<file path="src/verilog/fhm_pkg.sv">
/*
  Constants and types for the framer host and monitor I/O block.
  Assumes a single 125 MHz system clock; all pins are sampled on it.
*/
package fhm_pkg;
  // ==========================================================
  // Register offsets
  localparam logic [7:0] ADR_LINK_CTRL = 8'h00;
  localparam logic [7:0] ADR_IRQ_EN = 8'h02;
  localparam logic [7:0] ADR_FEATURE = 8'h04;
  localparam logic [7:0] ADR_PAYLOAD_PARALLEL_LINK_CTRL = 8'h05;
  localparam logic [7:0] ADR_CNT_STAT = 8'h11;
  localparam logic [7:0] ADR_LINK_STAT = 8'h12;
  localparam logic [7:0] ADR_CNT_BASE = 8'h20;

  // ==========================================================
  // Field positions and reset values
  localparam int LINK_EN_BIT = 0;
  localparam int PAR_EN_BIT = 3;
  localparam int NIBBLE_BIT = 0;
  localparam int TRANSP_BIT = 1;
  localparam int FCS32_BIT = 2;
  localparam int ALARM_LSB = 4;
  localparam int ALARM_MSB = 6;
  localparam int CBIT_EXT_BIT = 7;
  localparam logic [7:0] CTRL_RST = 8'h00;

  // ==========================================================
  // Maintenance counters: 0 lcv, 1 frame error, 2 parity, 3 far_end_block_error, 4 x-bit
  localparam int NUM_CNT = 5;
  localparam logic [4:0] DS3_ONLY_CNT = 5'h1d;
  localparam logic [7:0] CNT_MAX = 8'hff;
  localparam logic [7:0] CNT_RST = 8'h00;

  // Monitor byte when monitor operation is not allowed (bit 6 is active low)
  localparam logic [7:0] MON_QUIET = 8'h40;

  // ==========================================================
  // Timing
  localparam int CLK_PERIOD_NS = 8;
  localparam int INIT_MIN_NS = 200;
  localparam logic [4:0] INIT_CYC =
    5'((INIT_MIN_NS + CLK_PERIOD_NS - 1) / CLK_PERIOD_NS);

  typedef enum logic [1:0] {
    BUS_IDLE = 2'b00,
    BUS_ADDR = 2'b01,
    BUS_DATA = 2'b11
  } fhm_bus_st_t;
endpackage : fhm_pkg

</file>
<file path="src/verilog/fhm_sync.sv">
/*
  Two-flop synchroniser for a vector of unrelated pin levels.
  Assumes each bit is an independent level, not a coded word.
*/
`timescale 1ns/1ps
module fhm_sync #(
  parameter int W = 1,
  parameter logic [W-1:0] RST = '0
) (
  input wire logic i_clk_sys,
  input wire logic i_sys_rst,
  input wire logic [W-1:0] i_async,
  output logic [W-1:0] o_sync
);
  logic [W-1:0] meta;
  logic [W-1:0] next_meta;
  logic [W-1:0] next_sync;

  always_comb begin
    next_meta = i_async;
    next_sync = meta;
  end

  always_ff @(posedge i_clk_sys) begin
    if (i_sys_rst) begin
      meta <= RST;
      o_sync <= RST;
    end else begin
      meta <= next_meta;
      o_sync <= next_sync;
    end
  end
endmodule : fhm_sync

</file>
<file path="src/verilog/fhm_bus.sv">
/*
  Slave for the 8-bit multiplexed address/data host bus.
  Assumes all bus pins arrive already synchronised to i_clk_sys.
*/
`timescale 1ns/1ps
module fhm_bus (
  input wire logic i_clk_sys,
  input wire logic i_sys_rst,
  input wire logic i_ale,
  input wire logic i_rd_n,
  input wire logic i_wr_n,
  input wire logic i_cs,
  input wire logic [7:0] i_ad,
  input wire logic i_block,
  input wire logic [7:0] i_rd_data,
  output logic o_wr_stb,
  output logic [7:0] o_addr,
  output logic [7:0] o_wr_data,
  output logic [7:0] o_ad,
  output logic o_ad_oe
);
  fhm_pkg::fhm_bus_st_t st, next_st;
  logic wr_n_d, next_wr_n_d;
  logic next_wr_stb;
  logic [7:0] next_addr, next_wr_data, next_ad;
  logic next_ad_oe;

  // ==========================================================
  // Address latch, write on strobe release, read drive
  always_comb begin
    next_st = st;
    next_addr = o_addr;
    next_wr_data = o_wr_data;
    next_wr_n_d = i_wr_n;
    next_wr_stb = 1'b0;
    next_ad = i_rd_data;
    next_ad_oe = 1'b0;
    case (st)
      fhm_pkg::BUS_IDLE: begin
        if (i_ale) begin
          next_st = fhm_pkg::BUS_ADDR;
        end
      end
      fhm_pkg::BUS_ADDR: begin
        // Latch only while ALE is high; the data phase starts the cycle after its fall
        if (i_ale) begin
          next_addr = i_ad;
        end else begin
          next_st = fhm_pkg::BUS_DATA;
        end
      end
      fhm_pkg::BUS_DATA: begin
        if (i_ale) begin
          next_st = fhm_pkg::BUS_ADDR;
        end
        // Accesses need chip select high and no initialisation
        if (i_cs && !i_block) begin
          if (!i_wr_n) begin
            next_wr_data = i_ad;
          end
          next_wr_stb = i_wr_n && !wr_n_d;
          next_ad_oe = !i_rd_n && i_wr_n;
        end
      end
      default: next_st = fhm_pkg::BUS_IDLE;
    endcase
  end

  always_ff @(posedge i_clk_sys) begin
    if (i_sys_rst) begin
      st <= fhm_pkg::BUS_IDLE;
      o_addr <= 8'h00;
      o_wr_data <= 8'h00;
      wr_n_d <= 1'b1;
      o_wr_stb <= 1'b0;
      o_ad <= 8'h00;
      o_ad_oe <= 1'b0;
    end else begin
      st <= next_st;
      o_addr <= next_addr;
      o_wr_data <= next_wr_data;
      wr_n_d <= next_wr_n_d;
      o_wr_stb <= next_wr_stb;
      o_ad <= next_ad;
      o_ad_oe <= next_ad_oe;
    end
  end
endmodule : fhm_bus

</file>
<file path="src/verilog/fhm_io.sv">
/*
  Host and monitor I/O of the framer: shared receive byte / monitor pins,
  dual-use carry and checksum pins, maintenance counters, initialisation,
  transmit clock edge sampling and the multiplexed host bus with interrupts.
  Assumes framer core signals arrive on i_clk_sys; pins are synchronised here.
*/
`timescale 1ns/1ps
// Functional notes
// - Bits 3,4: idle code, frame error flags
// - Bit 5: violation counter overflow carry pulse
// - Bit 6: low during receive overhead bits
// - Bit 7: unencoded transmit data copy
// - Idle after non-idle, else frame carry
// - Good checksum, else low transmit overhead
// - Phase control valid only with buffer on
// - Stand-alone monitor only in DS3 mode
// - Parallel select: register bit or pin
// - Receiver byte, nibble or transparent modes
// - Buffer on: read with dejittered clock
// - Buffer off: raw clock, dejittered grounded
// - Transmit FCS 16 or 32, unformatted
// - Transmit alarms and external overhead bits
// - Data link: C-bits or E3 N-bit
// - Serial on falling, sync on rising
// - Init low 200 ns clears counters
// - Multiplexed 8-bit bus like static RAM
// - Two active-low interrupts: link, counters
// - DS3-only detection and counting
// - Chip select high enables accesses
// - Bits 0-2: loss, out-of-frame, AIS
module fhm_io (
  input wire logic i_clk_sys,
  input wire logic i_sys_rst,
  input wire logic i_host_mode_select,
  input wire logic i_latch_enable_or_parallel_select,
  input wire logic i_rd_n,
  input wire logic i_wr_n,
  input wire logic i_chip_select_in,
  input wire logic [7:0] i_ad,
  input wire logic i_init_n,
  input wire logic i_dejitter_buffer_enable,
  input wire logic i_transmit_clock_in,
  input wire logic i_transmit_serial_in,
  input wire logic i_transmit_frame_sync_in,
  input wire logic i_ds3_mode,
  input wire logic [7:0] i_payload_parallel_link_byte,
  input wire logic i_los,
  input wire logic i_oof,
  input wire logic i_ais,
  input wire logic i_idle_code,
  input wire logic i_frame_error,
  input wire logic i_line_code_violation,
  input wire logic i_parity_error,
  input wire logic i_far_end_block_error,
  input wire logic i_xbit_disagree,
  input wire logic i_rx_overhead,
  input wire logic i_tx_nrz,
  input wire logic i_tx_overhead,
  input wire logic i_hdlc_flag,
  input wire logic i_hdlc_octet,
  input wire logic i_fcs_good,
  input wire logic i_fifo_phase,
  output logic [7:0] o_receive_parallel_byte,
  output logic o_idle_frame_carry,
  output logic o_good_checksum_flag,
  output logic o_vco_phase,
  output logic o_link_irq_n,
  output logic o_counter_irq_n,
  output logic [7:0] o_ad,
  output logic o_ad_oe,
  output logic o_rx_clock_dejittered,
  output logic o_tx_serial_bit,
  output logic o_tx_frame_sync,
  output logic o_payload_parallel_link_nibble,
  output logic o_payload_parallel_link_transparent,
  output logic o_fcs32_select,
  output logic [2:0] o_tx_alarm_code,
  output logic o_tx_cbit_external,
  output logic o_tdl_use_nbit
);
  // ==========================================================
  // Pin synchronisers
  logic s_host, s_ale, s_rd_n, s_wr_n, s_cs, s_init_n, s_fifo_en;
  logic s_txck, s_txdat, s_txsync;
  logic [7:0] s_ad;

  fhm_sync #(.W(18), .RST(18'h0c010)) u_sync (
    .i_clk_sys(i_clk_sys),
    .i_sys_rst(i_sys_rst),
    .i_async({i_host_mode_select, i_latch_enable_or_parallel_select, i_rd_n,
      i_wr_n, i_chip_select_in, i_ad, i_init_n, i_dejitter_buffer_enable,
      i_transmit_clock_in, i_transmit_serial_in, i_transmit_frame_sync_in}),
    .o_sync({s_host, s_ale, s_rd_n, s_wr_n, s_cs, s_ad, s_init_n, s_fifo_en,
      s_txck, s_txdat, s_txsync})
  );

  // ==========================================================
  // Initialisation: clear counters once low long enough
  logic [4:0] init_cnt, next_init_cnt;
  logic cnt_clear;

  always_comb begin
    next_init_cnt = 5'h00;
    if (!s_init_n) begin
      next_init_cnt = (init_cnt == fhm_pkg::INIT_CYC) ? init_cnt : init_cnt + 5'h01;
    end
    cnt_clear = !s_init_n && (init_cnt == fhm_pkg::INIT_CYC);
  end

  always_ff @(posedge i_clk_sys) begin
    if (i_sys_rst) begin
      init_cnt <= 5'h00;
    end else begin
      init_cnt <= next_init_cnt;
    end
  end

  // ==========================================================
  // Host bus
  logic wr_stb;
  logic [7:0] bus_addr, wr_data, rd_data;

  fhm_bus u_bus (
    .i_clk_sys(i_clk_sys),
    .i_sys_rst(i_sys_rst),
    .i_ale(s_ale),
    .i_rd_n(s_rd_n),
    .i_wr_n(s_wr_n),
    .i_cs(s_cs),
    .i_ad(s_ad),
    .i_block(s_host || !s_init_n),
    .i_rd_data(rd_data),
    .o_wr_stb(wr_stb),
    .o_addr(bus_addr),
    .o_wr_data(wr_data),
    .o_ad(o_ad),
    .o_ad_oe(o_ad_oe)
  );

  // ==========================================================
  // Maintenance counters with ripple carries
  logic [4:0] ev, ev_gated, carry;
  logic [7:0] cnt [fhm_pkg::NUM_CNT];

  assign ev = {i_xbit_disagree, i_far_end_block_error, i_parity_error,
    i_frame_error, i_line_code_violation};
  assign ev_gated = ev & (i_ds3_mode ? 5'h1f : ~fhm_pkg::DS3_ONLY_CNT);

  for (genvar g = 0; g < fhm_pkg::NUM_CNT; g++) begin : g_cnt
    logic [7:0] next_cnt;
    logic next_carry;
    always_comb begin
      next_cnt = cnt[g];
      next_carry = 1'b0;
      if (cnt_clear) begin
        next_cnt = fhm_pkg::CNT_RST;
      end else if (ev_gated[g]) begin
        next_cnt = cnt[g] + 8'h01;
        next_carry = (cnt[g] == fhm_pkg::CNT_MAX);
      end
    end
    always_ff @(posedge i_clk_sys) begin
      if (i_sys_rst) begin
        cnt[g] <= fhm_pkg::CNT_RST;
        carry[g] <= 1'b0;
      end else begin
        cnt[g] <= next_cnt;
        carry[g] <= next_carry;
      end
    end
  end

  // ==========================================================
  // Registers and sticky status
  logic [7:0] link_ctrl, irq_en, feature, payload_parallel_link_ctrl;
  logic [7:0] next_link_ctrl, next_irq_en, next_feature, next_payload_parallel_link_ctrl;
  logic [4:0] cnt_stat, next_cnt_stat;
  logic [1:0] link_stat, next_link_stat;
  logic seen_nonidle, next_seen_nonidle;
  logic idle_event;

  assign idle_event = i_hdlc_flag && seen_nonidle;

  always_comb begin
    next_link_ctrl = link_ctrl;
    next_irq_en = irq_en;
    next_feature = feature;
    next_payload_parallel_link_ctrl = payload_parallel_link_ctrl;
    next_cnt_stat = cnt_stat;
    next_link_stat = link_stat;
    next_seen_nonidle = seen_nonidle;
    if (i_hdlc_octet) begin
      next_seen_nonidle = 1'b1;
    end else if (i_hdlc_flag) begin
      next_seen_nonidle = 1'b0;
    end
    if (wr_stb) begin
      case (bus_addr)
        fhm_pkg::ADR_LINK_CTRL: next_link_ctrl = wr_data;
        fhm_pkg::ADR_IRQ_EN: next_irq_en = wr_data;
        fhm_pkg::ADR_FEATURE: next_feature = wr_data;
        fhm_pkg::ADR_PAYLOAD_PARALLEL_LINK_CTRL: next_payload_parallel_link_ctrl = wr_data;
        fhm_pkg::ADR_CNT_STAT: next_cnt_stat = cnt_stat & ~wr_data[4:0];
        fhm_pkg::ADR_LINK_STAT: next_link_stat = link_stat & ~wr_data[1:0];
        default: next_link_ctrl = link_ctrl;
      endcase
    end
    // Set wins over a clear in the same cycle
    next_cnt_stat = next_cnt_stat | carry;
    next_link_stat = next_link_stat | {i_fcs_good, idle_event};
  end

  always_ff @(posedge i_clk_sys) begin
    if (i_sys_rst) begin
      link_ctrl <= fhm_pkg::CTRL_RST;
      irq_en <= fhm_pkg::CTRL_RST;
      feature <= fhm_pkg::CTRL_RST;
      payload_parallel_link_ctrl <= fhm_pkg::CTRL_RST;
      cnt_stat <= 5'h00;
      link_stat <= 2'h0;
      seen_nonidle <= 1'b0;
    end else begin
      link_ctrl <= next_link_ctrl;
      irq_en <= next_irq_en;
      feature <= next_feature;
      payload_parallel_link_ctrl <= next_payload_parallel_link_ctrl;
      cnt_stat <= next_cnt_stat;
      link_stat <= next_link_stat;
      seen_nonidle <= next_seen_nonidle;
    end
  end

  // Read data; unmapped offsets read zero
  always_comb begin
    rd_data = 8'h00;
    case (bus_addr)
      fhm_pkg::ADR_LINK_CTRL: rd_data = link_ctrl;
      fhm_pkg::ADR_IRQ_EN: rd_data = irq_en;
      fhm_pkg::ADR_FEATURE: rd_data = feature;
      fhm_pkg::ADR_PAYLOAD_PARALLEL_LINK_CTRL: rd_data = payload_parallel_link_ctrl;
      fhm_pkg::ADR_CNT_STAT: rd_data = {3'h0, cnt_stat};
      fhm_pkg::ADR_LINK_STAT: rd_data = {6'h00, link_stat};
      default: begin
        if (bus_addr[7:3] == fhm_pkg::ADR_CNT_BASE[7:3] && bus_addr[2:0] < 3'h5) begin
          rd_data = cnt[bus_addr[2:0]];
        end
      end
    endcase
  end

  // ==========================================================
  // Pin outputs, all registered on the system clock i_clk_sys
  logic par_mode, quiet, txck_d, tx_fall, tx_rise;
  logic [7:0] next_byte;
  logic next_idle_carry, next_fcs, next_vco, next_link_irq_n, next_cnt_irq_n;
  logic next_txbit, next_txsync;

  always_comb begin
    par_mode = s_host ? s_ale : feature[fhm_pkg::PAR_EN_BIT];
    quiet = s_host && !i_ds3_mode && !par_mode;
    tx_fall = txck_d && !s_txck;
    tx_rise = !txck_d && s_txck;
    if (par_mode) begin
      next_byte = i_payload_parallel_link_byte;
    end else if (quiet) begin
      next_byte = fhm_pkg::MON_QUIET;
    end else begin
      next_byte = {i_tx_nrz,
        !i_rx_overhead,
        carry[0],
        i_frame_error, i_idle_code,
        i_ais, i_oof, i_los};
    end
    next_idle_carry = par_mode ? idle_event : carry[1];
    next_fcs = par_mode ? i_fcs_good : !i_tx_overhead;
    next_vco = s_fifo_en && i_fifo_phase;
    next_link_irq_n = !(link_ctrl[fhm_pkg::LINK_EN_BIT] && |link_stat);
    next_cnt_irq_n = !(|(cnt_stat & irq_en[4:0]));
    next_txbit = tx_fall ? s_txdat : o_tx_serial_bit;
    next_txsync = tx_rise ? s_txsync : o_tx_frame_sync;
  end

  always_ff @(posedge i_clk_sys) begin
    if (i_sys_rst) begin
      o_receive_parallel_byte <= 8'h00;
      o_idle_frame_carry <= 1'b0;
      o_good_checksum_flag <= 1'b0;
      o_vco_phase <= 1'b0;
      o_link_irq_n <= 1'b1;
      o_counter_irq_n <= 1'b1;
      o_rx_clock_dejittered <= 1'b0;
      o_tx_serial_bit <= 1'b0;
      o_tx_frame_sync <= 1'b0;
      txck_d <= 1'b0;
      o_tdl_use_nbit <= 1'b0;
    end else begin
      o_receive_parallel_byte <= next_byte;
      o_idle_frame_carry <= next_idle_carry;
      o_good_checksum_flag <= next_fcs;
      o_vco_phase <= next_vco;
      o_link_irq_n <= next_link_irq_n;
      o_counter_irq_n <= next_cnt_irq_n;
      o_rx_clock_dejittered <= s_fifo_en;
      o_tx_serial_bit <= next_txbit;
      o_tx_frame_sync <= next_txsync;
      txck_d <= s_txck;
      o_tdl_use_nbit <= !i_ds3_mode;
    end
  end

  // Transmit and receiver configuration straight from control registers
  assign o_payload_parallel_link_nibble = payload_parallel_link_ctrl[fhm_pkg::NIBBLE_BIT];
  assign o_payload_parallel_link_transparent = payload_parallel_link_ctrl[fhm_pkg::TRANSP_BIT];
  assign o_fcs32_select = payload_parallel_link_ctrl[fhm_pkg::FCS32_BIT];
  assign o_tx_alarm_code = payload_parallel_link_ctrl[fhm_pkg::ALARM_MSB:fhm_pkg::ALARM_LSB];
  assign o_tx_cbit_external = payload_parallel_link_ctrl[fhm_pkg::CBIT_EXT_BIT];
endmodule : fhm_io

</file>
<file path="config.mk">
export PLATFORM = sky130hd
export DESIGN_NAME = fhm_io
export DESIGN_NICKNAME = d
export VERILOG_FILES = /design/src/verilog/fhm_pkg.sv /design/src/verilog/fhm_sync.sv /design/src/verilog/fhm_bus.sv /design/src/verilog/fhm_io.sv
export SDC_FILE = /design/constraint.sdc
export NUM_CORES = 1
export LEC_CHECK = 0
export BUFFER_PORTS_ARGS = -buffer_cell sky130_fd_sc_hd__clkbuf_2
export CAP_MARGIN = 5
export CELL_PAD_IN_SITES_DETAIL_PLACEMENT = 0
export CELL_PAD_IN_SITES_GLOBAL_PLACEMENT = 1
export CORE_MARGIN = 5
export CORE_UTILIZATION = 43
export CTS_BUF_LIST = sky130_fd_sc_hd__clkbuf_2
export CTS_CLUSTER_DIAMETER = 60
export DETAILED_ROUTE_END_ITERATION = 7
export PLACE_DENSITY = 0.77
export SYNTH_ARGS = -nofsm -noshare
export SYNTH_HDL_FRONTEND = slang
export SYNTH_HIERARCHICAL = 1
export SYNTH_SLANG_ARGS = --single-unit
</file>
<file path="constraint.sdc">
create_clock -name i_clk_sys -period 1.4 [get_ports i_clk_sys]
set_input_delay 0.14 -clock i_clk_sys [delete_from_list [all_inputs] [get_ports i_clk_sys]]
set_output_delay 0.14 -clock i_clk_sys [all_outputs]
set_load 0.05 [all_outputs]
</file>
## Yosys cells after proc, flatten, opt, wreduce, memory -nomap -nowiden

Memory sizes are Yosys's and may differ from the RTL's. A register that Yosys moved wholly into a read port is not among the register bits.
Cells that the tools add are included.
W data, S select, Z words.

| word-level totals | value |
|---|---|
| register bits | 133 |
| bits in writable memories | 40 |
| output and inout bits | 33 |
| memories kept | 1 |

Memories:

| memory | words | width | read ports | clocked after memory_dff | wr ports | RTL line | source |
|---|---|---|---|---|---|---|---|
| cnt | 5 | 8 | 6 | 1 | 5 | fhm_io.sv:143 | `logic [7:0] cnt [fhm_pkg::NUM_CNT];` |

| cells by class | value |
|---|---|
| add/subtract/negate cells | 6 |
| magnitude comparators | 1 |
| equal/unequal tests | 16 |
| multiplexer cells | 37 |
| bitwise operators | 21 |
| reduce and logical (&&, ||, !) cells | 45 |

Operators by type and width:

| operator | count |
|---|---|
| $mux W8 | 18 |
| $pmux W8 S6 | 1 |
| $add A8 B1 Y8 const B | 5 |
| $eq A8 B8 Y1 const B | 5 |
| $reduce_or A3 Y1 | 6 |
| $eq A8 B3 Y1 const B | 2 |
| $eq A8 B5 Y1 const B | 2 |
| $and A5 B5 Y5 | 3 |
| $mux W5 | 3 |
| $logic_and A1 B1 Y1 | 12 |
| $logic_not A1 Y1 | 12 |
| $reduce_and A2 Y1 | 6 |
| $eq A8 B2 Y1 const B | 1 |
| $logic_not A8 Y1 | 1 |
| $mux W1 | 8 |
| $mux W2 | 4 |
| $not A1 Y1 | 8 |
| $mux W3 | 2 |
| $reduce_or A2 Y1 | 3 |
| $add A5 B1 Y5 const B | 1 |
| $eq A5 B3 Y1 const B | 1 |
| $eq A5 B5 Y1 const B | 1 |
| $not A5 Y5 | 1 |
| $or A1 B1 Y1 | 5 |
| 15 further kinds | 15 |

## Logic depth before layout (Yosys ltp)

Gate-level depths: netlist (run 1).

| logic depth | value |
|---|---|
| word-level depth | 6 |
| depth in mapped cells | 7 |
| gate-level depth less buffers | 5 |

## By module

Netlist (run 1), hierarchy kept.

By module, submodules not included:

| module | instances | cells each | area an instance (um^2) | sequential area each (um^2) |
|---|---|---|---|---|
| fhm_io | 1 | 557 | 5137.4 | 2162.1 |
| fhm_bus | 1 | 113 | 1211.2 | 580.6 |
| fhm_sync | 1 | 75 | 973.4 | 720.7 |

## Least setup slack after synthesis (run 1)

OpenSTA, ideal clock, no wires.

| path | value |
|---|---|
| kind | reg2reg |
| from | register u_bus.o_addr[1] |
| to | register u_bus.o_ad[1] |
| setup time | 117 ps |
| data arrival time | 1434 ps |
| required time | 1283 ps |
| path slack | -151 ps |
| stages on the path, launching flop included | 7 |
| buffers on the path | 1 |
| period minus slack after synthesis | 1551 ps |
| cell sequence | dfxtp_1 -> buf_4 -> mux2i_1 -> nor2_1 -> o31a_1 -> a2111o_1 -> nor2b_1 |

| between the ends | value |
|---|---|
| word-level cells in the longest chain between the ends | 4 |
| elaborated cells between the ends (all ways) | 10 |
| those cells by class | order compare: 1; eq/ne: 5; mux: 2; reduce/logical: 2 |

RTL lines:

| element | RTL line | source |
|---|---|---|
| from (decl) | fhm_bus.sv:17 | `output logic [7:0] o_addr,` |
| from (signal assigned) | fhm_bus.sv:80 | `o_addr <= next_addr;` |
| $lt A3 B3 Y1 | fhm_io.sv:244 | `if (bus_addr[7:3] == fhm_pkg::ADR_CNT_BASE[7:3] && bus_addr[2:0] < 3'h5) begin` |
| $logic_and A1 B1 Y1 | fhm_io.sv:244 |  |
| $mux W8 | fhm_io.sv:244 |  |
| $pmux W8 S6 (*) | fhm_io.sv:236 | `case (bus_addr)` |
| via rd_data[1] | fhm_io.sv:121 | `logic [7:0] bus_addr, wr_data, rd_data;` |
| to (signal assigned) | fhm_bus.sv:84 | `o_ad <= next_ad;` |
| to (decl) | fhm_bus.sv:19 | `output logic [7:0] o_ad,` |

Mark *: on every way through the listed nets, which the timed path passes. The rest lies on a longest branch.
A chain may end at the register's enable or synchronous reset.

## Final worst setup path (run 1)

| path | value |
|---|---|
| from | register u_bus.o_addr[2] |
| to | register irq_en[5] |

| between the ends | value |
|---|---|
| word-level cells in the longest chain between the ends | 2 |

RTL lines:

| element | RTL line | source |
|---|---|---|
| $eq A8 B2 Y1 | fhm_io.sv:198 | `case (bus_addr)` |
| $reduce_and A2 Y1 (no source line) | - |  |
| to (signal assigned) | fhm_io.sv:216 | `irq_en <= fhm_pkg::CTRL_RST;` |
| to (signal assigned) | fhm_io.sv:224 | `irq_en <= next_irq_en;` |
| to (decl) | fhm_io.sv:175 | `logic [7:0] link_ctrl, irq_en, feature, payload_parallel_link_ctrl;` |

Every way passes these cells.

==> impl_metrics.toml, run 1 <==
[logic_synthesis]
synth-seq-cells = 173
yosys_warnings = 6
syn_nets = 801
synth_seq_area_share_pct = 47.3
synth_area_um2 = 7320
synth_edf_count = 0
synth_ff_type = "dfxtp_1"
synth_cells = 745
synth.distinct_cells = 68
ys_top_cells_by_count = "dfxtp_1 (173), nor2_1 (87), mux2i_1 (65), nor2b_1 (45), nand2_1 (41)"
synth-async-reset-ratio_pct = 0
syn_area_per_cell_um2 = 9.83
netlist_top_cells_area = "dfxtp_1 (47%), mux2i_1 (8.9%), nor2_1 (4.5%), nor2b_1 (3.8%), xor2_1 (3.8%)"
synth_largest_area_cell = "dfxtp_1"
synth_top_cell_area_share_pct = 47.3
synth_most_common_cell = "dfxtp_1"

[floorplanning]
die_y_um = 140
start_util_pct = 44.0
io-pin-count = 78
die_w_um = 140
design.core.area_um2 = 16600
rows = 47
dieArea_um2 = 19700

[finish]
drive_above_1_share_pct = 37.0
utilization_pct = 63.6
area_growth_syn_to_layout_pct = 44.4
final_cells = 1189
finalNetCount = 1010

[critical_path]
critPathMaxFanout = 9
setup.worst_path.start = "u_bus/o_addr[2]"
timing.rr.start = "u_bus/o_addr[2]"
setup.worst_path.end_class = "register"
crit_type = "reg2reg"
crit_chain = "buf_6 > nor4b_4 > and3b_2 > buf_4 > mux2i_1 > nor2_1"
cp_slowest_cell = "dfxtp_4"
arrival_ns = 2.33
worstSetupStartpointType = "register"
max_stage_delay_ns = 0.45
crit_family = "simple AND/OR/NAND/NOR gates"
cp.required_ns = 2.05
cp_num_buf_inv = 2

[route]
maxUsedRoutingLayer = "met4"
vias = 6073
wl_um = 20200
wl_met1_um = 9110
wl_met3_um = 885
drtIter0Drc = 323
vias_per_cell = 5.11
drt_pre_antenna_iters = 5
post-route-drc-count = 0
ant_nets = 0
wl_per_cell_um = 17.0
met2WireLength_um = 9880

[grt]
grt_max_degree = 46
grtUsageTotal_pct = 19.5
overflow = 0
antenna_found_initial = 1
grt_pass1_wl_um = 31000
grt_pass1_vias = 5932

[cts]
cts_tree = "yes"
cts.path.max_buffers = 2
cts-buffers-inserted = 17
root_buffer = "clkbuf_2"
worstSkewPairLatency_ns = 0.74
path_clk_slew_ns = 0.24
htree_levels = 4
cts_sinks = 173

[timing]
clock_skew_ns = 0.0455
tightestPinTransition_ns = 0.458
fmax_mhz = 596
period_minus_slack_ns = 1.68
slew_headroom_pct = 69.5
setup_viol = 112
hold_viol = 0
drv_slew = 0
timing.final.ws_setup_ns = -0.277
grt_setup_unrepaired = "yes"
finalCritPeriodShare_pct = 120

[pwr]
p_leak_nw = 4.14
p_per_area_nw_per_um2 = 807
irDropWorstVdd_uv = 591

[outcome]
outcome = "finished, violations left"
failed_checks = "negative setup slack"

[min_path]
hold_class = "in2reg"
hp-start = "i_wr_n"

[place]
gp_congestion = 0.891
port_buffers = 77
dp_cells = 1064
place_hpwl_um = 13200

[job]
maxCapViolCount = 0
layout make-up:
class,count,area [um^2]
fill,1289,6070
multi-input combinational,517,3990
sequential,173,3550
timing repair buffer,234,2520
tap,220,275
clock inverter,14,104
clock buffer,18,90.1
inverter,11,41.3
antenna,2,5.00
per-stage QoR:
stage	total power [mW]	hold WS, ns	TNS, ns	worst slack (ns)	cell area, um^2
final	8.53	0.109	-11.14	-0.277	10600
after floorplan	5.75	0.212	-0.524	-0.0974	7350
after global placement	5.98	0.322	-7.58	-0.261	8250
after detailed placement	6.01	0.321	-9.33	-0.302	8250
after global routing	8.94	0.0241	-18.50	-0.319	10600
after CTS	8.51	0.0227	-9.99	-0.249	9920
registers in the layout, indices dropped and copies added, names as in the netlist, 2 cells and up:
name,cells
carry,5
cnt,40
cnt_stat,5
feature,8
init_cnt,5
irq_en,8
link_ctrl,8
link_stat,2
o_receive_parallel_byte,8
payload_parallel_link_ctrl,8
u_bus/o_ad,8
u_bus/o_addr,8
u_bus/o_wr_data,8
u_bus/st,2
u_sync/meta,18
u_sync/o_sync,18
kinds of logic (layout without fill, tap and decap cells):
kind of cell | after synthesis | after routing | synth area share (%)
AOI/OAI and AO/OA | 85 | 85 | 8.54
adders and majority gates | 11 | 11 | 1.88
DFF | 173 | 173 | 47.3
xor gates and xnor gates | 38 | 38 | 4.55
muxes | 72 | 72 | 10.2
buffers and inverters | 55 | 277 | 4.65
other | 0 | 2 | 0
and+or+nand+nor | 311 | 311 | 22.9
final timing paths:
path | cells past startpoint | end | slack (ns)
setup / recovery | 6 | irq_en[5] | -0.28
hold / removal | 3 | u_sync/meta[14] | 0.11
setup reg to reg | 6 | irq_en[5] | -0.28
hold reg to reg | 1 | u_bus/o_ad_oe | 0.41
power by group:
part,switching [mW],internal (mW),leakage (nW)
combinational,0.517,0.584,2.59
clock,1.79,0.500,0.124
sequential,0.0979,5.04,1.43
total,2.40,6.13,4.14
per-layer routing:
metal / GRT usage (%) / vias to the layer above
met3: 4.23 / 21
met2: 32.7 / 136
met5: 0 / -
li1: - / 2995
met4: 6.12 / 0
met1: 25.2 / 2921
worst reg2reg max path, delay by kind of cell, from the launching register on:
family / cells / cell delay (ns)
simple gates: 3 / 0.66
buf+inv: 2 / 0.29
mux: 1 / 0.21
flops: 1 / 0.45
timing repair:
item	CTS	global route
pin swaps	10	52
hold buffers	60	0
endpoints found under the hold margin	152	0
cloned	0	7
gates resized for setup	171	118
setup endpoints to repair	99	139
buffers inserted	13	12
cells in the final DEF (no fill, tap or decap), types with 12 or more instances in the layout:
cell type,instances
buf_4,66
nand2_1,41
nor2_1,55
buf_8,15
nor2b_1,43
xor2_1,31
clkbuf_2,61
dlygate4sd3_1,60
mux2i_1,60
nor2_4,29
dfxtp_1,126
buf_6,17
nand3_1,32
dfxtp_2,35
dfxtp_4,12
clkbuf_16,26
nand2b_1,21
a21oi_1,22
Note: power is estimated with default switching activity, not from simulation.
==> run 2, diff against run 1 <==
HOLD_SLACK_MARGIN = 0.15   (was unset)
RECOVER_POWER = 25   (was unset)
==> run 2 against run 1 <==
  * Clock power is essentially flat
  * Sequential power is essentially flat
  * Clock skew is essentially flat
  * Clock-buffer cell count is the same
  * Via count grew 3.3%
  * Maximum frequency is essentially flat
  * Worst hold slack gained 0.12 ns
  * Design area grew 3.5%
  * Critical endpoint unchanged
  * The flow still finishes with violations (negative setup slack)
  * Flip-flop and latch count is the same
  * First-iteration DRC count grew 3.7%
  * Setup slack is essentially flat
  * Critical path type unchanged
==> impl_metrics.toml, run 2 (synthesis results as in run 1) <==
[grt]
grt_pass1_wl_um = 32600
gr-usage-met1_pct = 25.7
overflow = 0
grt_pass1_vias = 6283
top_usage_layer = "met2"
antenna_found_initial = 1
grt_util_met3_pct = 4.12
grt_max_degree = 46
use_met2_pct = 35.2
grtUsageTotal_pct = 20.5

[outcome]
outcome = "finished, violations left"
failed_checks = "negative setup slack"

[pwr]
internal-power_mw = 6.19
seq_power_share_pct = 59.5
power.switching_mw = 2.45
p_sw_share_pct = 28.3
p_per_area_nw_per_um2 = 789
clkPwrFrac_pct = 26.7
irDropWorstVdd_uv = 614
combPwrFrac_pct = 13.7
p_leak_nw = 4.29

[finish]
finalNetCount = 1045
area_growth_syn_to_layout_pct = 49.5
largestRegisters = "cnt (40), u_sync/meta (18), u_sync/o_sync (18)"
final_common_cell = "dfxtp_1"
regMostFlops = "cnt"
largest_register_ffs = 40
layout_common_cells = "dfxtp_1 (125), dlygate4sd3_1 (95), buf_4 (65)"
design_area_um2 = 10900
drive_above_1_share_pct = 36.2

[critical_path]
cp.required_ns = 2.05
setup.worst_path.end_class = "register"
arrival_ns = 2.33
worstSetupStartpointType = "register"
critPathMaxFanout = 9
crit_type = "reg2reg"

[floorplanning]
design.core.area_um2 = 16600
rows = 47
dieArea_um2 = 19700
io-pin-count = 78
die_w_um = 140
start_util_pct = 44.0
die_y_um = 140

[timing]
timing.final.ws_setup_ns = -0.277
slew_headroom_pct = 70.2
drv_slew = 0
whs_ns = 0.233
finalCritPeriodShare_pct = 120
tightestPinTransition_ns = 0.446
period_minus_slack_ns = 1.68
fmax_mhz = 596
hold_viol = 0
setup_viol = 111
grt_setup_unrepaired = "yes"
clock_skew_ns = 0.0453

[cts]
cts.path.max_buffers = 2
cts-buffers-inserted = 17
root_buffer = "clkbuf_2"
htree_levels = 4
worstSkewPairLatency_ns = 0.73
cts_tree = "yes"
path_clk_slew_ns = 0.28
cts_sinks = 173

[min_path]
hold_class = "in2reg"

[place]
place_hpwl_um = 13200
port_buffers = 77
pre_cts_ws_ns = -0.302
gp_congestion = 0.891
postPlaceCellArea_um2 = 8250

[job]
maxCapViolCount = 0

[route]
wl_um = 21200
post-route-drc-count = 0
ant_nets = 0
vias_per_cell = 5.12
drt_pre_antenna_iters = 5
wl_per_cell_um = 17.3
drtIter0Drc = 335
vias = 6272
## run 2: final cells by class
class	instances	area, um^2
fillers	1237	5690
multi-input cells	517	4010
flip-flops and latches	173	3550
repair buffers	269	2870
well taps	220	275
clock inverters	14	104
clock buffers	18	90.1
inverters	11	41.3
diodes	2	5.00
## run 2: critical path, cell delays in order, from the launching register on
cell     delay, ns
dfxtp_4       0.44
buf_6         0.14
nor4b_4       0.33
and3b_2       0.28
buf_4         0.15
mux2i_1       0.21
nor2_1        0.06
## run 2: routing by layer
layer  part of all wire, %  vias to the layer above  wire [um]
met5                     0                        -          0
met4                   1.8                        0        386
met3                   4.0                       26        848
met2                    51                      127      10800
met1                    43                     3046       9240
li1                      -                     3073          -
## run 2: worst paths after layout
check | start | endpoint | slack, ns | cells after the start
worst min-delay path | i_parity_error | cnt[2][1] | 0.23 | 4
worst min register to register | u_bus/wr_n_d | u_bus/o_wr_stb | 0.43 | 1
worst max-delay path | u_bus/o_addr[2] | irq_en[5] | -0.28 | 6
worst max register to register | u_bus/o_addr[2] | irq_en[5] | -0.28 | 6
## run 2: metrics by stage
step / std cells / setup TNS (ns) / utilization (%) / power, mW
final: 1224 / -12.20 / 65.8 / 8.64
after global routing: 1224 / -20.56 / 65.8 / 9.04
after CTS: 1206 / -9.99 / 61.8 / 8.58
after detailed placement: 1064 / -9.33 / 49.6 / 6.01
after global placement: 1064 / -7.58 / 49.6 / 5.98
after floorplan: 745 / -0.524 / - / 5.75
## run 2: power by group through the flow
stage | registers, mW | clock network (mW) | logic, mW
2_1_floorplan | 5.27 | 0 | 0.479
3_3_place_gp | 5.23 | 0 | 0.752
3_5_place_dp | 5.24 | 0 | 0.772
4_1_cts | 5.14 | 2.40 | 1.04
5_1_grt | 5.16 | 2.60 | 1.28
6_report | 5.14 | 2.31 | 1.19
## run 2: repair_timing
| action | 4_1_cts | 5_1_grt |
|---|---|---|
| buffers inserted | 13 | 13 |
| gates cloned | 0 | 7 |
| endpoints found under the hold margin | 172 | 0 |
| gates resized for setup | 171 | 124 |
| pin swaps | 10 | 53 |
| hold buffers | 97 | 0 |
| setup endpoints to repair | 99 | 141 |
==> run 3, diff against run 2 <==
BUFFER_PORTS_ARGS = -buffer_cell sky130_fd_sc_hd__buf_2   (was -buffer_cell sky130_fd_sc_hd__clkbuf_2)
==> run 3 against run 2 <==
  * The run still ends with negative setup slack left
  * Clock skew shrank 0.0047 ns
  * Maximum frequency shrank 0.98%
  * Register-to-register slack lost 0.02 ns
  * Cell count shrank 0.57%
  * Worst hold slack lost 0.012 ns
  * Combinational power is essentially flat
  * Utilization shrank 1.8 points
  * Largest cell class unchanged
  * Highest routed layer unchanged
==> impl_metrics.toml, run 3 (synthesis results as in run 1) <==
[critical_path]
arrival_ns = 2.37
crit_type = "reg2reg"
setup.worst_path.end_class = "register"
worstSetupStartpointType = "register"
critPathMaxFanout = 7
cp.required_ns = 2.07

[timing]
fin_setup_tns_ns = -7.40
period_minus_slack_ns = 1.69
whs_ns = 0.221
slew_headroom_pct = 68.3
tightestPinTransition_ns = 0.475
setup_viol = 95
fmax_mhz = 590
grt_setup_unrepaired = "yes"
clock_skew_ns = 0.0407
hold_viol = 0
drv_slew = 0
finalCritPeriodShare_pct = 121
timing.final.ws_setup_ns = -0.294

[grt]
overflow = 0
grt_pass1_wl_um = 32000
grt_pass1_vias = 6258
grtUsageTotal_pct = 20.2
antenna_found_initial = 1
grt_max_degree = 54

[route]
wl_per_cell_um = 17.1
drt_pre_antenna_iters = 5
post-route-drc-count = 0
drtIter0Drc = 287
wl_um = 20800
ant_nets = 0
vias = 6287
vias_per_cell = 5.17

[cts]
root_buffer = "clkbuf_2"
cts.path.max_buffers = 2
htree_levels = 4
worstSkewPairLatency_ns = 0.74
cts_sinks = 173
cts_tree = "yes"
path_clk_slew_ns = 0.24
cts-buffers-inserted = 17

[finish]
largestRegisters = "cnt (40), u_sync/meta (18), u_sync/o_sync (18)"
utilization_pct = 64.0
final_common_cell = "dfxtp_1"
multi_input_area_um2 = 3980
drive_above_1_share_pct = 35.5
regArea_um2 = 3560
area_growth_syn_to_layout_pct = 45.5
nFillCells = 1290
layout_common_cells = "dfxtp_1 (123), dlygate4sd3_1 (97), buf_4 (65)"
largest_register_ffs = 40
finalNetCount = 1039
regMostFlops = "cnt"

[pwr]
finalPower_mw = 8.74
irDropWorstVdd_uv = 848
p_per_area_nw_per_um2 = 820
p_leak_nw = 4.19

[outcome]
outcome = "finished, violations left"
failed_checks = "negative setup slack"

[floorplanning]
die_w_um = 140
io-pin-count = 78
dieArea_um2 = 19700
die_y_um = 140
start_util_pct = 44.0
design.core.area_um2 = 16600
rows = 47

[place]
place_hpwl_um = 13200
pre_cts_ws_ns = -0.306
gp_congestion = 0.868
port_buffers = 77

[min_path]
hold_class = "in2reg"

[job]
maxCapViolCount = 0
==> run 3: power breakdown <==
part | leakage [nW] | switching (mW) | internal (mW)
sequential | 1.43 | 0.0993 | 5.05
combinational | 2.63 | 0.534 | 0.637
clock | 0.130 | 1.76 | 0.662
==> run 3: worst max-delay path, stage by stage, from the launching register on <==
cell	delay (ns)
dfxtp_4	0.43
buf_6	0.15
or3b_4	0.43
nor3_4	0.21
a22oi_2	0.12
o211ai_1	0.11
nor2b_2	0.18
==> run 3: final timing paths <==
check	startpoint	end	slack [ns]	depth (start not counted)
max reg2reg	u_bus/o_addr[2]	u_bus/o_ad[2]	-0.29	6
min reg2reg	u_bus/wr_n_d	u_bus/o_wr_stb	0.42	1
min	i_far_end_block_error	cnt[3][1]	0.22	4
max	u_bus/o_addr[2]	u_bus/o_ad[2]	-0.29	6
==> run 3: per-layer routing <==
metal | part of all wire, % | global-route usage (%) | vias to the layer above
met5 | 0 | 0 | -
met4 | 1.9 | 5.86 | 0
li1 | - | - | 3060
met2 | 49 | 34.2 | 159
met3 | 4.6 | 3.99 | 32
met1 | 44 | 26.1 | 3036
==> run 3: what timing repair did <==
item,CTS,global route
gates resized for setup,155,125
pin swaps,7,53
gates cloned,0,7
hold endpoints to repair,173,0
buffers inserted,14,5
endpoints found under the setup margin,88,145
hold buffers,98,0
==> run 3: cell type report <==
| class | instances | area share (%) |
|---|---|---|
| diodes | 1 | 0.0235 |
| clock buffers | 19 | 0.893 |
| clock inverters | 13 | 1.08 |
| inverters | 11 | 0.388 |
| multi-input cells | 517 | 37.3 |
| flip-flops and latches | 173 | 33.4 |
| well taps | 220 | 2.58 |
| repair buffers | 263 | 24.3 |
==> run 3: through the flow <==
stage / cell area [um^2] / std cells
global route: 10700 / 1217
detailed placement: 8260 / 1061
CTS: 10000 / 1205
global placement: 8260 / 1061
floorplan: 7350 / 745
finish: 10700 / 1217
